[src/design/cid_consts.vh]
`ifndef CID_CONSTS_VH
`define CID_CONSTS_VH

// ----------------------------------------------------------------------
// opcode bytes and patterns
// ----------------------------------------------------------------------
`define CID_OPC_SEG_LOAD     8'h8E
`define CID_OPC_SEG_STORE    8'h8C
`define CID_OPC_OUT_HI7      7'h73
`define CID_OPC_TBL_TRANS    8'hD7
`define CID_OPC_EA_LOAD      8'h8D
`define CID_OPC_FLAGS_TO_HI  8'h9F
`define CID_OPC_HI_TO_FLAGS  8'h9E
`define CID_OPC_ADJ_MUL      8'hD4
`define CID_OPC_ADJ_DIV      8'hD5
`define CID_ADJ_BASE         8'h0A
`define CID_OPC_BYTE_EXT     8'h98
`define CID_OPC_WORD_EXT     8'h99
`define CID_OPC_ADD_HI6      6'h00
`define CID_OPC_GRP3_HI7     7'h7B
`define CID_OPC_BR_EQ        8'h74
`define CID_OPC_RET_IMM      8'hC2
`define CID_OPC_PACK_ADD     8'h27
`define CID_OPC_PACK_SUB     8'h2F

// ----------------------------------------------------------------------
// secondary field of the arithmetic group
// ----------------------------------------------------------------------
`define CID_SUB_INVERT       3'h2
`define CID_SUB_SMUL         3'h5
`define CID_SUB_UDIV         3'h6

// ----------------------------------------------------------------------
// addressing byte fields
// ----------------------------------------------------------------------
`define CID_MOD_NODISP       2'h0
`define CID_MOD_DISP8        2'h1
`define CID_MOD_DISP16       2'h2
`define CID_MOD_REG          2'h3
`define CID_RM_DIRECT        3'h6
`define CID_RM_BX_SI         3'h0
`define CID_RM_BX_DI         3'h1
`define CID_RM_BP_SI         3'h2
`define CID_RM_BP_DI         3'h3
`define CID_RM_SI            3'h4
`define CID_RM_DI            3'h5
`define CID_RM_BP            3'h6
`define CID_FLD_MOD          7:6
`define CID_FLD_REG          5:3
`define CID_FLD_RM           2:0
`define CID_BIT_W            0
`define CID_BIT_D            1

// ----------------------------------------------------------------------
// operation codes presented to the datapath
// ----------------------------------------------------------------------
`define CID_OP_NONE          5'h00
`define CID_OP_SEG_LOAD      5'h01
`define CID_OP_SEG_STORE     5'h02
`define CID_OP_OUT_FIXED     5'h03
`define CID_OP_TBL_TRANS     5'h04
`define CID_OP_EA_LOAD       5'h05
`define CID_OP_FLAGS_TO_HI   5'h06
`define CID_OP_HI_TO_FLAGS   5'h07
`define CID_OP_ADJ_MUL       5'h08
`define CID_OP_ADJ_DIV       5'h09
`define CID_OP_BYTE_EXT      5'h0A
`define CID_OP_WORD_EXT      5'h0B
`define CID_OP_ADD_RM        5'h0C
`define CID_OP_SMUL          5'h0D
`define CID_OP_UDIV          5'h0E
`define CID_OP_INVERT        5'h0F
`define CID_OP_BR_EQ         5'h10
`define CID_OP_RET_ADD_SP    5'h11
`define CID_OP_PACK_ADD      5'h12
`define CID_OP_PACK_SUB      5'h13
`define CID_OP_GRP3          5'h1E
`define CID_OP_UNKNOWN       5'h1F

// ----------------------------------------------------------------------
// address base selects {bx, bp, si, di}
// ----------------------------------------------------------------------
`define CID_EA_BX            4'h8
`define CID_EA_BP            4'h4
`define CID_EA_SI            4'h2
`define CID_EA_DI            4'h1

`endif

[src/design/cid_opclass.v]
`timescale 1ns/1ps
`include "cid_consts.vh"

// ----------------------------------------------------------------------
// first-byte classifier: operation, addressing byte, trailing bytes
// ----------------------------------------------------------------------
module cid_opclass
(
  input  wire [7:0] opcode_i,
  output reg  [4:0] op_class_o,
  output reg        has_modrm_o,
  output reg  [1:0] imm_cnt_o,
  output reg        imm_sext_o
);

  always @*
  begin
    op_class_o  = `CID_OP_UNKNOWN;
    has_modrm_o = 1'b0;
    imm_cnt_o   = 2'h0;
    imm_sext_o  = 1'b0;
    if (opcode_i == `CID_OPC_SEG_LOAD)
    begin
      op_class_o  = `CID_OP_SEG_LOAD;
      has_modrm_o = 1'b1;
    end
    else if (opcode_i == `CID_OPC_SEG_STORE)
    begin
      op_class_o  = `CID_OP_SEG_STORE;
      has_modrm_o = 1'b1;
    end
    else if (opcode_i[7:1] == `CID_OPC_OUT_HI7)
    begin
      op_class_o = `CID_OP_OUT_FIXED;
      imm_cnt_o  = 2'h1;
    end
    else if (opcode_i == `CID_OPC_TBL_TRANS)
      op_class_o = `CID_OP_TBL_TRANS;
    else if (opcode_i == `CID_OPC_EA_LOAD)
    begin
      op_class_o  = `CID_OP_EA_LOAD;
      has_modrm_o = 1'b1;
    end
    else if (opcode_i == `CID_OPC_FLAGS_TO_HI)
      op_class_o = `CID_OP_FLAGS_TO_HI;
    else if (opcode_i == `CID_OPC_HI_TO_FLAGS)
      op_class_o = `CID_OP_HI_TO_FLAGS;
    else if (opcode_i == `CID_OPC_ADJ_MUL)
    begin
      op_class_o = `CID_OP_ADJ_MUL;
      imm_cnt_o  = 2'h1;
    end
    else if (opcode_i == `CID_OPC_ADJ_DIV)
    begin
      op_class_o = `CID_OP_ADJ_DIV;
      imm_cnt_o  = 2'h1;
    end
    else if (opcode_i == `CID_OPC_BYTE_EXT)
      op_class_o = `CID_OP_BYTE_EXT;
    else if (opcode_i == `CID_OPC_WORD_EXT)
      op_class_o = `CID_OP_WORD_EXT;
    else if (opcode_i[7:2] == `CID_OPC_ADD_HI6)
    begin
      op_class_o  = `CID_OP_ADD_RM;
      has_modrm_o = 1'b1;
    end
    else if (opcode_i[7:1] == `CID_OPC_GRP3_HI7)
    begin
      op_class_o  = `CID_OP_GRP3;
      has_modrm_o = 1'b1;
    end
    else if (opcode_i == `CID_OPC_BR_EQ)
    begin
      op_class_o = `CID_OP_BR_EQ;
      imm_cnt_o  = 2'h1;
      imm_sext_o = 1'b1;
    end
    else if (opcode_i == `CID_OPC_RET_IMM)
    begin
      op_class_o = `CID_OP_RET_ADD_SP;
      imm_cnt_o  = 2'h2;
    end
    else if (opcode_i == `CID_OPC_PACK_ADD)
      op_class_o = `CID_OP_PACK_ADD;
    else if (opcode_i == `CID_OPC_PACK_SUB)
      op_class_o = `CID_OP_PACK_SUB;
  end

endmodule // cid_opclass

[src/design/cid_decoder.v]
// How it works
// - mode 00 gives zero displacement and no displacement bytes, bar direct.
// - mode 00 with select 110 takes a 16-bit direct address, low first.
// - mode 01 reads one byte and sign-extends it to 16 bits.
// - mode 10 reads low then high displacement byte into 16 bits.
// - mode 11 makes the select field a register number.
// - displacement bytes follow the addressing byte, only when needed.
// - 8E with addressing byte loads a segment register from r/m.
// - 8C with addressing byte stores a segment register to r/m.
// - 1110011w outputs byte or word accumulator to a fixed port.
// - D7 replaces low accumulator byte through a translation table.
// - 8D places the effective address itself in the register.
// - 9F copies low flags to high accumulator; 9E copies them back.
// - D4 0A is the unpacked adjust after multiply.
// - D5 0A is the unpacked adjust before divide.
// - 98 extends byte to word; 99 extends word to doubleword.
// - 000000dw adds register and r/m, d picks destination, w width.
// - 1111011w with field 101 is a signed multiply.
// - 1111011w with field 110 is an unsigned divide.
// - 1111011w with field 010 inverts the r/m operand.
// - 74 with one displacement byte branches when equal.
// - C2 returns and adds a 16-bit immediate, low first, to the stack pointer.
// - 27 is packed adjust after add; 2F after subtract.
`timescale 1ns/1ps
`include "cid_consts.vh"

module cid_decoder
(
  input  wire        ref_clk_i,
  input  wire        rst_i,
  input  wire [7:0]  byte_i,
  input  wire        byte_valid_i,
  output reg         byte_ready_o,
  output reg         op_valid_o,
  output reg  [4:0]  op_code_o,
  output reg         illegal_o,
  output reg         width_o,
  output reg         dir_o,
  output reg  [1:0]  mod_o,
  output reg  [2:0]  reg_o,
  output reg  [2:0]  rm_o,
  output reg         reg_operand_o,
  output reg         direct_addr_o,
  output reg  [3:0]  ea_use_o,
  output reg  [15:0] disp_o,
  output reg  [15:0] imm_o
);

  // --------------------------------------------------------------------
  // states
  // --------------------------------------------------------------------
  localparam [2:0] ST_OPC     = 3'h0;
  localparam [2:0] ST_MODRM   = 3'h1;
  localparam [2:0] ST_DISP_LO = 3'h2;
  localparam [2:0] ST_DISP_HI = 3'h3;
  localparam [2:0] ST_IMM_LO  = 3'h4;
  localparam [2:0] ST_IMM_HI  = 3'h5;

  reg  [2:0] state_r;
  reg  [4:0] op_fin_r;
  reg  [1:0] imm_cnt_r;
  reg        imm_sext_r;
  reg        bad_r;

  wire [4:0] cls;
  wire       cls_modrm;
  wire [1:0] cls_imm;
  wire       cls_sext;
  wire       take;

  assign take = byte_valid_i & byte_ready_o;

  // --------------------------------------------------------------------
  // first-byte classification
  // --------------------------------------------------------------------
  cid_opclass cid_opclass_inst
  (
    .opcode_i    (byte_i),
    .op_class_o  (cls),
    .has_modrm_o (cls_modrm),
    .imm_cnt_o   (cls_imm),
    .imm_sext_o  (cls_sext)
  );

  // --------------------------------------------------------------------
  // addressing byte decode
  // --------------------------------------------------------------------
  wire [1:0] b_mod = byte_i[`CID_FLD_MOD];
  wire [2:0] b_reg = byte_i[`CID_FLD_REG];
  wire [2:0] b_rm  = byte_i[`CID_FLD_RM];
  wire       b_direct;
  wire       need_disp;
  wire       need_imm;
  wire       adj_bad;
  reg  [1:0] disp_cnt;
  reg  [3:0] ea_sel;
  reg  [4:0] op_mod;
  reg        mod_bad;

  assign b_direct = (b_mod == `CID_MOD_NODISP) &&
                    (b_rm == `CID_RM_DIRECT);

  // the direct form borrows the no-displacement code yet carries a full
  // address, so it counts two trailing bytes like the long displacement
  always @*
  begin
    disp_cnt = 2'h0;
    if (b_mod == `CID_MOD_NODISP)
      disp_cnt = b_direct ? 2'h2 : 2'h0;
    else if (b_mod == `CID_MOD_DISP8)
      disp_cnt = 2'h1;
    else if (b_mod == `CID_MOD_DISP16)
      disp_cnt = 2'h2;
    else
      disp_cnt = 2'h0;
  end

  // trailing bytes are only fetched when the form asks for them
  assign need_disp = (disp_cnt != 2'h0);
  assign need_imm  = (imm_cnt_r != 2'h0);

  // the adjust forms are only defined with base ten; another second
  // byte is flagged rather than run with a base nobody asked for
  assign adj_bad = (op_fin_r == `CID_OP_ADJ_MUL ||
                    op_fin_r == `CID_OP_ADJ_DIV) &&
                   (byte_i != `CID_ADJ_BASE);

  always @*
  begin
    ea_sel = 4'h0;
    if (b_rm == `CID_RM_BX_SI)
      ea_sel = `CID_EA_BX | `CID_EA_SI;
    else if (b_rm == `CID_RM_BX_DI)
      ea_sel = `CID_EA_BX | `CID_EA_DI;
    else if (b_rm == `CID_RM_BP_SI)
      ea_sel = `CID_EA_BP | `CID_EA_SI;
    else if (b_rm == `CID_RM_BP_DI)
      ea_sel = `CID_EA_BP | `CID_EA_DI;
    else if (b_rm == `CID_RM_SI)
      ea_sel = `CID_EA_SI;
    else if (b_rm == `CID_RM_DI)
      ea_sel = `CID_EA_DI;
    else if (b_rm == `CID_RM_BP)
      ea_sel = `CID_EA_BP;
    else
      ea_sel = `CID_EA_BX;
    // register operands and the direct form use no base at all
    if (b_mod == `CID_MOD_REG || b_direct)
      ea_sel = 4'h0;
  end

  always @*
  begin
    op_mod  = op_fin_r;
    mod_bad = 1'b0;
    if (op_fin_r == `CID_OP_GRP3)
    begin
      if (b_reg == `CID_SUB_SMUL)
        op_mod = `CID_OP_SMUL;
      else if (b_reg == `CID_SUB_UDIV)
        op_mod = `CID_OP_UDIV;
      else if (b_reg == `CID_SUB_INVERT)
        op_mod = `CID_OP_INVERT;
      else
      begin
        op_mod  = `CID_OP_UNKNOWN;
        mod_bad = 1'b1;
      end
    end
    // segment moves only have four segment registers to name
    else if ((op_fin_r == `CID_OP_SEG_LOAD ||
              op_fin_r == `CID_OP_SEG_STORE) && b_reg[2])
      mod_bad = 1'b1;
    // an address is the only thing the effective-address load can take
    else if (op_fin_r == `CID_OP_EA_LOAD && b_mod == `CID_MOD_REG)
      mod_bad = 1'b1;
  end

  // --------------------------------------------------------------------
  // byte sequencer
  // --------------------------------------------------------------------
  always @(posedge ref_clk_i or posedge rst_i)
  begin
    if (rst_i)
    begin
      state_r       <= ST_OPC;
      op_fin_r      <= `CID_OP_NONE;
      imm_cnt_r     <= 2'h0;
      imm_sext_r    <= 1'b0;
      bad_r         <= 1'b0;
      byte_ready_o  <= 1'b0;
      op_valid_o    <= 1'b0;
      op_code_o     <= `CID_OP_NONE;
      illegal_o     <= 1'b0;
      width_o       <= 1'b0;
      dir_o         <= 1'b0;
      mod_o         <= 2'h0;
      reg_o         <= 3'h0;
      rm_o          <= 3'h0;
      reg_operand_o <= 1'b0;
      direct_addr_o <= 1'b0;
      ea_use_o      <= 4'h0;
      disp_o        <= 16'h0000;
      imm_o         <= 16'h0000;
    end
    else
    begin
      // the stream is never stalled: every state takes one byte a cycle
      // op_code_o keeps naming the last finished instruction until the
      // next one completes; only the field outputs restart on an opcode
      byte_ready_o <= 1'b1;
      op_valid_o   <= 1'b0;
      if (take)
      begin
        case (state_r)
          ST_OPC:
          begin
            op_fin_r      <= cls;
            imm_cnt_r     <= cls_imm;
            imm_sext_r    <= cls_sext;
            bad_r         <= (cls == `CID_OP_UNKNOWN);
            width_o       <= byte_i[`CID_BIT_W];
            dir_o         <= byte_i[`CID_BIT_D];
            // a short form must not show fields left by the one before
            mod_o         <= 2'h0;
            reg_o         <= 3'h0;
            rm_o          <= 3'h0;
            reg_operand_o <= 1'b0;
            direct_addr_o <= 1'b0;
            ea_use_o      <= 4'h0;
            disp_o        <= 16'h0000;
            imm_o         <= 16'h0000;
            if (cls_modrm)
              state_r <= ST_MODRM;
            else if (cls_imm != 2'h0)
              state_r <= ST_IMM_LO;
            else
            begin
              op_code_o  <= cls;
              illegal_o  <= (cls == `CID_OP_UNKNOWN);
              op_valid_o <= 1'b1;
            end
          end
          ST_MODRM:
          begin
            mod_o         <= b_mod;
            reg_o         <= b_reg;
            rm_o          <= b_rm;
            reg_operand_o <= (b_mod == `CID_MOD_REG);
            direct_addr_o <= b_direct;
            ea_use_o      <= ea_sel;
            // the group's real operation is known only once reg arrives
            op_fin_r      <= op_mod;
            bad_r         <= bad_r | mod_bad;
            if (need_disp)
              state_r <= ST_DISP_LO;
            else if (need_imm)
              state_r <= ST_IMM_LO;
            else
            begin
              state_r    <= ST_OPC;
              op_code_o  <= op_mod;
              illegal_o  <= bad_r | mod_bad;
              op_valid_o <= 1'b1;
            end
          end
          ST_DISP_LO:
          begin
            // one byte sign-extended, or the low half of a long form
            if (mod_o == `CID_MOD_DISP8)
            begin
              disp_o <= {{8{byte_i[7]}}, byte_i};
              if (imm_cnt_r != 2'h0)
                state_r <= ST_IMM_LO;
              else
              begin
                state_r    <= ST_OPC;
                op_code_o  <= op_fin_r;
                illegal_o  <= bad_r;
                op_valid_o <= 1'b1;
              end
            end
            else
            begin
              disp_o[7:0] <= byte_i;
              state_r     <= ST_DISP_HI;
            end
          end
          ST_DISP_HI:
          begin
            disp_o[15:8] <= byte_i;
            if (imm_cnt_r != 2'h0)
              state_r <= ST_IMM_LO;
            else
            begin
              state_r    <= ST_OPC;
              op_code_o  <= op_fin_r;
              illegal_o  <= bad_r;
              op_valid_o <= 1'b1;
            end
          end
          ST_IMM_LO:
          begin
            if (imm_cnt_r == 2'h1)
            begin
              // branch offsets are signed, port numbers are not
              if (imm_sext_r)
                imm_o <= {{8{byte_i[7]}}, byte_i};
              else
                imm_o <= {8'h00, byte_i};
              state_r    <= ST_OPC;
              op_code_o  <= op_fin_r;
              op_valid_o <= 1'b1;
              illegal_o  <= bad_r | adj_bad;
            end
            else
            begin
              imm_o[7:0] <= byte_i;
              state_r    <= ST_IMM_HI;
            end
          end
          ST_IMM_HI:
          begin
            imm_o[15:8] <= byte_i;
            state_r     <= ST_OPC;
            op_code_o   <= op_fin_r;
            illegal_o   <= bad_r;
            op_valid_o  <= 1'b1;
          end
          // an unused state code can only come from an upset; drop the
          // partial instruction rather than guess where it stood
          default:
          begin
            state_r   <= ST_OPC;
            op_fin_r  <= `CID_OP_NONE;
            imm_cnt_r <= 2'h0;
            bad_r     <= 1'b0;
          end
        endcase
      end
    end
  end

endmodule // cid_decoder

[config.mk]
export PLATFORM = sky130hd
export DESIGN_NAME = cid_decoder
export DESIGN_NICKNAME = d
export VERILOG_FILES = /design/src/design/cid_opclass.v /design/src/design/cid_decoder.v
export VERILOG_INCLUDE_DIRS = /design/src /design/src/design
export SDC_FILE = /design/constraint.sdc
export NUM_CORES = 1
export LEC_CHECK = 0
export ABC_CLOCK_PERIOD_IN_PS = 6100
export BUFFER_PORTS_ARGS = -buffer_cell sky130_fd_sc_hd__buf_2
export CAP_MARGIN = 0
export CORE_UTILIZATION = 30
export DETAILED_ROUTE_END_ITERATION = 6
export GPL_ROUTABILITY_DRIVEN = 0
export PLACE_DENSITY_LB_ADDON = 0.2
export SYNTH_ARGS = -nofsm -noshare
export SYNTH_HDL_FRONTEND = slang
export SYNTH_SLANG_ARGS = --single-unit
[constraint.sdc]
create_clock -name ref_clk_i -period 6.1 [get_ports ref_clk_i]
set_input_delay 1.22 -clock ref_clk_i [delete_from_list [all_inputs] [get_ports ref_clk_i]]
set_output_delay 1.22 -clock ref_clk_i [all_outputs]
set_load 0.02 [all_outputs]
==> flow_metrics.py <==
metrics = {
    "layout": {
        "finalNetCount": 452,
        "final_cell_mix": "sky130_fd_sc_hd__dfrtp_1 (68), sky130_fd_sc_hd__buf_2 (66), sky130_fd_sc_hd__nand2_1 (63), sky130_fd_sc_hd__a21oi_1 (36), sky130_fd_sc_hd__o21ai_0 (31)",
        "multi_input_area_sq_mm": 0.00173,
        "final_common_cell": "sky130_fd_sc_hd__dfrtp_1",
        "n_antenna_cell": 0,
        "post-route-util_pct": 37.3,
        "drive_above_1_share_pct": 23.1,
        "area_growth_pct": 19.8,
        "fill_cells": 1192,
        "final-seq-area_sq_mm": 0.00170,
    },
    "global_route": {
        "groute.usage.overall_pct": 17.8,
        "grt_pass1_vias": 3066,
        "grt_pass1_wl_mm": 17.1,
        "gr-total-overflow": 0,
        "maximum_number_of_pins_on_one_net_before_global_route_repair": 69,
        "antenna_found_initial": 0,
    },
    "critical_path": {
        "setup.worst_path.start_class": "input pin",
        "worst_ep_arrival_time_ns": 3.41,
        "reg2regPathDepth": 5,
        "worst-setup-path-type": "input pin to flip-flop",
        "crit_path_max_incr_delay_ns": 0.57,
        "critPathRequiredTime_ns": 6.32,
        "cp_slowest_cell": "sky130_fd_sc_hd__or4_1",
        "worst_path_maximum_fanout": 21,
        "r2r-start": "state_r[2]",
        "crit_path_cell_trace": "buf_2 > nand3b_1 > or4_1 > a21o_1 > a31oi_1 > or3_1 > mux2_4",
        "regToRegEndpoint": "imm_o[14]",
        "critical_path.endpoint_type": "flip-flop",
        "r2r_slack_ns": 3.60,
    },
    "synthesis": {
        "synth_seq_area_share_pct": 47.4,
        "synth_area_sq_mm": 0.00359,
        "synthDistinctLibCells": 66,
        "synth_async_sr_flop_share_pct": 100,
        "synth_edf_count": 0,
        "syn_nets": 404,
        "syn_inst": 393,
        "synthesis.yosys.warnings": 0,
        "ys.flop_type": "sky130_fd_sc_hd__dfrtp_1",
        "mean_instance_size_in_the_synthesized_netlist_sq_um": 9.13,
        "ys_seq_elements": 68,
    },
    "placed_design": {
        "dp.final_hpwl_mm": 7.40,
        "i_o_buffers": 66,
    },
    "clocking": {
        "htreeDepth": 3,
        "clock-sinks": 68,
        "cts_hold_repair.buffers": 0,
        "post-cts-setup-buffer-count": 0,
        "cts-root-to-sink-buffers": 2,
        "cts.clk_slew.worst_paths_ns": 0.06,
        "post_cts_resize_count": 0,
        "clk-insertion-delay-late_ns": 0.34,
        "numCtsBuffers": 9,
        "cts_tree": "built",
        "cts_root_buf": "sky130_fd_sc_hd__clkbuf_16",
    },
    "power_and_ir_drop": {
        "power.ir.vdd_worst_v": 0.000190,
        "powerDensity_mw_per_mm2": 522,
        "p_leak_nw": 1.97,
    },
    "timing": {
        "final.period_utilization_pct": 52.3,
        "hold_viol_final": 0,
        "setup_total_negative_slack_ns": 0,
        "timing.clock.skew_ns": 0.00718,
        "rsz0062_at_grt": "false",
        "slew_violations": 0,
        "final-setup-viol-count": 0,
        "layout_min_cycle_time_ns": 3.19,
        "worstMarginPinSlew_ns": 0.882,
        "maxClockFrequency_mhz": 314,
        "timing.slew.headroom_pct": 41.2,
    },
    "route": {
        "final_antenna_net_count": 0,
        "first_iter_violations": 234,
        "detail_route.first_pass.iterations": 7,
        "total_via_count_in_the_routed_design": 3108,
        "routed_wire_length_per_instance_um": 18.1,
        "route.detailed.vias_per_inst": 5.28,
        "drc": 8,
        "total_wirelength_mm": 10.7,
    },
    "die": {
        "floorplan.io_pins": 67,
        "dieHeight_um": 111,
        "coreArea_sq_mm": 0.0115,
        "start_util_pct": 31.1,
        "die_width_um": 111,
        "design.die.area_sq_mm": 0.0124,
        "standard_cell_row_count": 39,
    },
    "hold_path": {
        "hold-path-endpoint": "disp_o[6]",
        "hold_path.startpoint": "disp_o[6]",
        "hold_depth": 2,
        "min_path_type": "flip-flop to flip-flop",
    },
    "status": {
        "run_status": "finished, violations left",
        "violations_in_the_final_reports": "design-rule violations",
    },
    "run": {
        "max_cap_viol_count": 0,
    },
}
[worst max-delay path: cells and delay by family]
kind | cells | cell delay, ns
mux | 1 | 0.34
compound gates | 2 | 0.36
buf+inv | 1 | 0.34
simple gates | 3 | 1.15
[per-stage QoR]
step | hold slack, ns | setup slack (ns) | instances | area [sq um] | total power, mW
6_report | 0.476 | 2.91 | 589 | 4300 | 2.24
5_1_grt | 0.504 | 2.74 | 589 | 4300 | 2.38
4_1_cts | 0.482 | 2.92 | 589 | 4300 | 2.26
3_5_place_dp | 0.468 | 2.58 | 573 | 3990 | 1.71
3_3_place_gp | 0.461 | 2.64 | 573 | 3990 | 1.71
2_1_floorplan | 0.440 | 3.00 | 393 | 3590 | 1.40
[flip-flops by register name (all words and copies together) (netlist names)]
signal	cells
direct_addr_o	1
ea_use_o	4
dir_o	1
state_r	3
op_valid_o	1
imm_cnt_r	2
reg_operand_o	1
reg_o	3
imm_o	16
width_o	1
mod_o	2
byte_ready_o	1
illegal_o	1
op_code_o	5
imm_sext_r	1
op_fin_r	5
rm_o	3
bad_r	1
disp_o	16
[area by class of cell]
class	count	share of cell area [%]
clock buffer	11	5.88
clock inverter	5	1.37
inverter	8	0.698
multi-input combinational	286	40.3
sequential	68	39.6
tap	143	4.16
timing repair buffer	68	8.03
[synth_stat cells, types with 4 or more instances]
cell                        n  area (sq um)
sky130_fd_sc_hd__nor2_1    21          78.8
sky130_fd_sc_hd__inv_1      6          22.5
sky130_fd_sc_hd__o21ai_1    8          40.0
sky130_fd_sc_hd__nor2b_1    7          43.8
sky130_fd_sc_hd__nand3b_1   6          45.0
sky130_fd_sc_hd__o31ai_1    5          37.5
sky130_fd_sc_hd__or3_1      4          25.0
sky130_fd_sc_hd__a22o_1    14           123
sky130_fd_sc_hd__nor3_1     8          40.0
sky130_fd_sc_hd__clkbuf_1  25          93.8
sky130_fd_sc_hd__o21ai_0   31           155
sky130_fd_sc_hd__mux2_4     6          90.1
sky130_fd_sc_hd__nand3_1    6          30.0
sky130_fd_sc_hd__buf_2      5          25.0
sky130_fd_sc_hd__nand2_1   63           236
sky130_fd_sc_hd__a21oi_1   36           180
sky130_fd_sc_hd__and3_1     5          31.3
sky130_fd_sc_hd__dfrtp_1   68          1700
[per-layer routing]
metal / GRT usage (%) / up-vias / part of all wire [%]
met3: 2.89 / 10 / 5.1
met1: 26.8 / 1485 / 51
met4: 7.75 / 0 / 1.5
met2: 25.1 / 100 / 43
met5: 0 / - / 0
li1: - / 1513 / -
[worst max-delay path by stage]
| stage | start | to | slack (ns) | depth (start not counted) |
|---|---|---|---|---|
| final | byte_i[6] | op_code_o[1] | 2.91 | 7 |
| after global routing | byte_i[6] | illegal_o | 2.74 | 7 |
| after CTS | byte_i[6] | op_code_o[0] | 2.92 | 7 |
| after detailed placement | byte_i[6] | op_code_o[0] | 2.58 | 7 |
| after global placement | byte_i[6] | illegal_o | 2.64 | 7 |
| after floorplan | byte_i[7] | illegal_o | 3.00 | 8 |
[logic make-up after synthesis]
group                  share of synthesized area [%]
buffers and inverters                           4.46
flip-flops                                      47.4
other                                          0.105
AO/OA/AOI/OAI                                   23.1
AND/OR/NAND/NOR                                 21.6
multiplexers                                    2.83
XOR/XNOR                                       0.488
[report_power, final]
part	internal [mW]	switching, mW	total (mW)
Sequential	0.641	0.165	0.805
Combinational	0.338	0.561	0.899
Clock	0.339	0.201	0.540
Total	1.32	0.926	2.24
(Power assumes the default switching activity.)
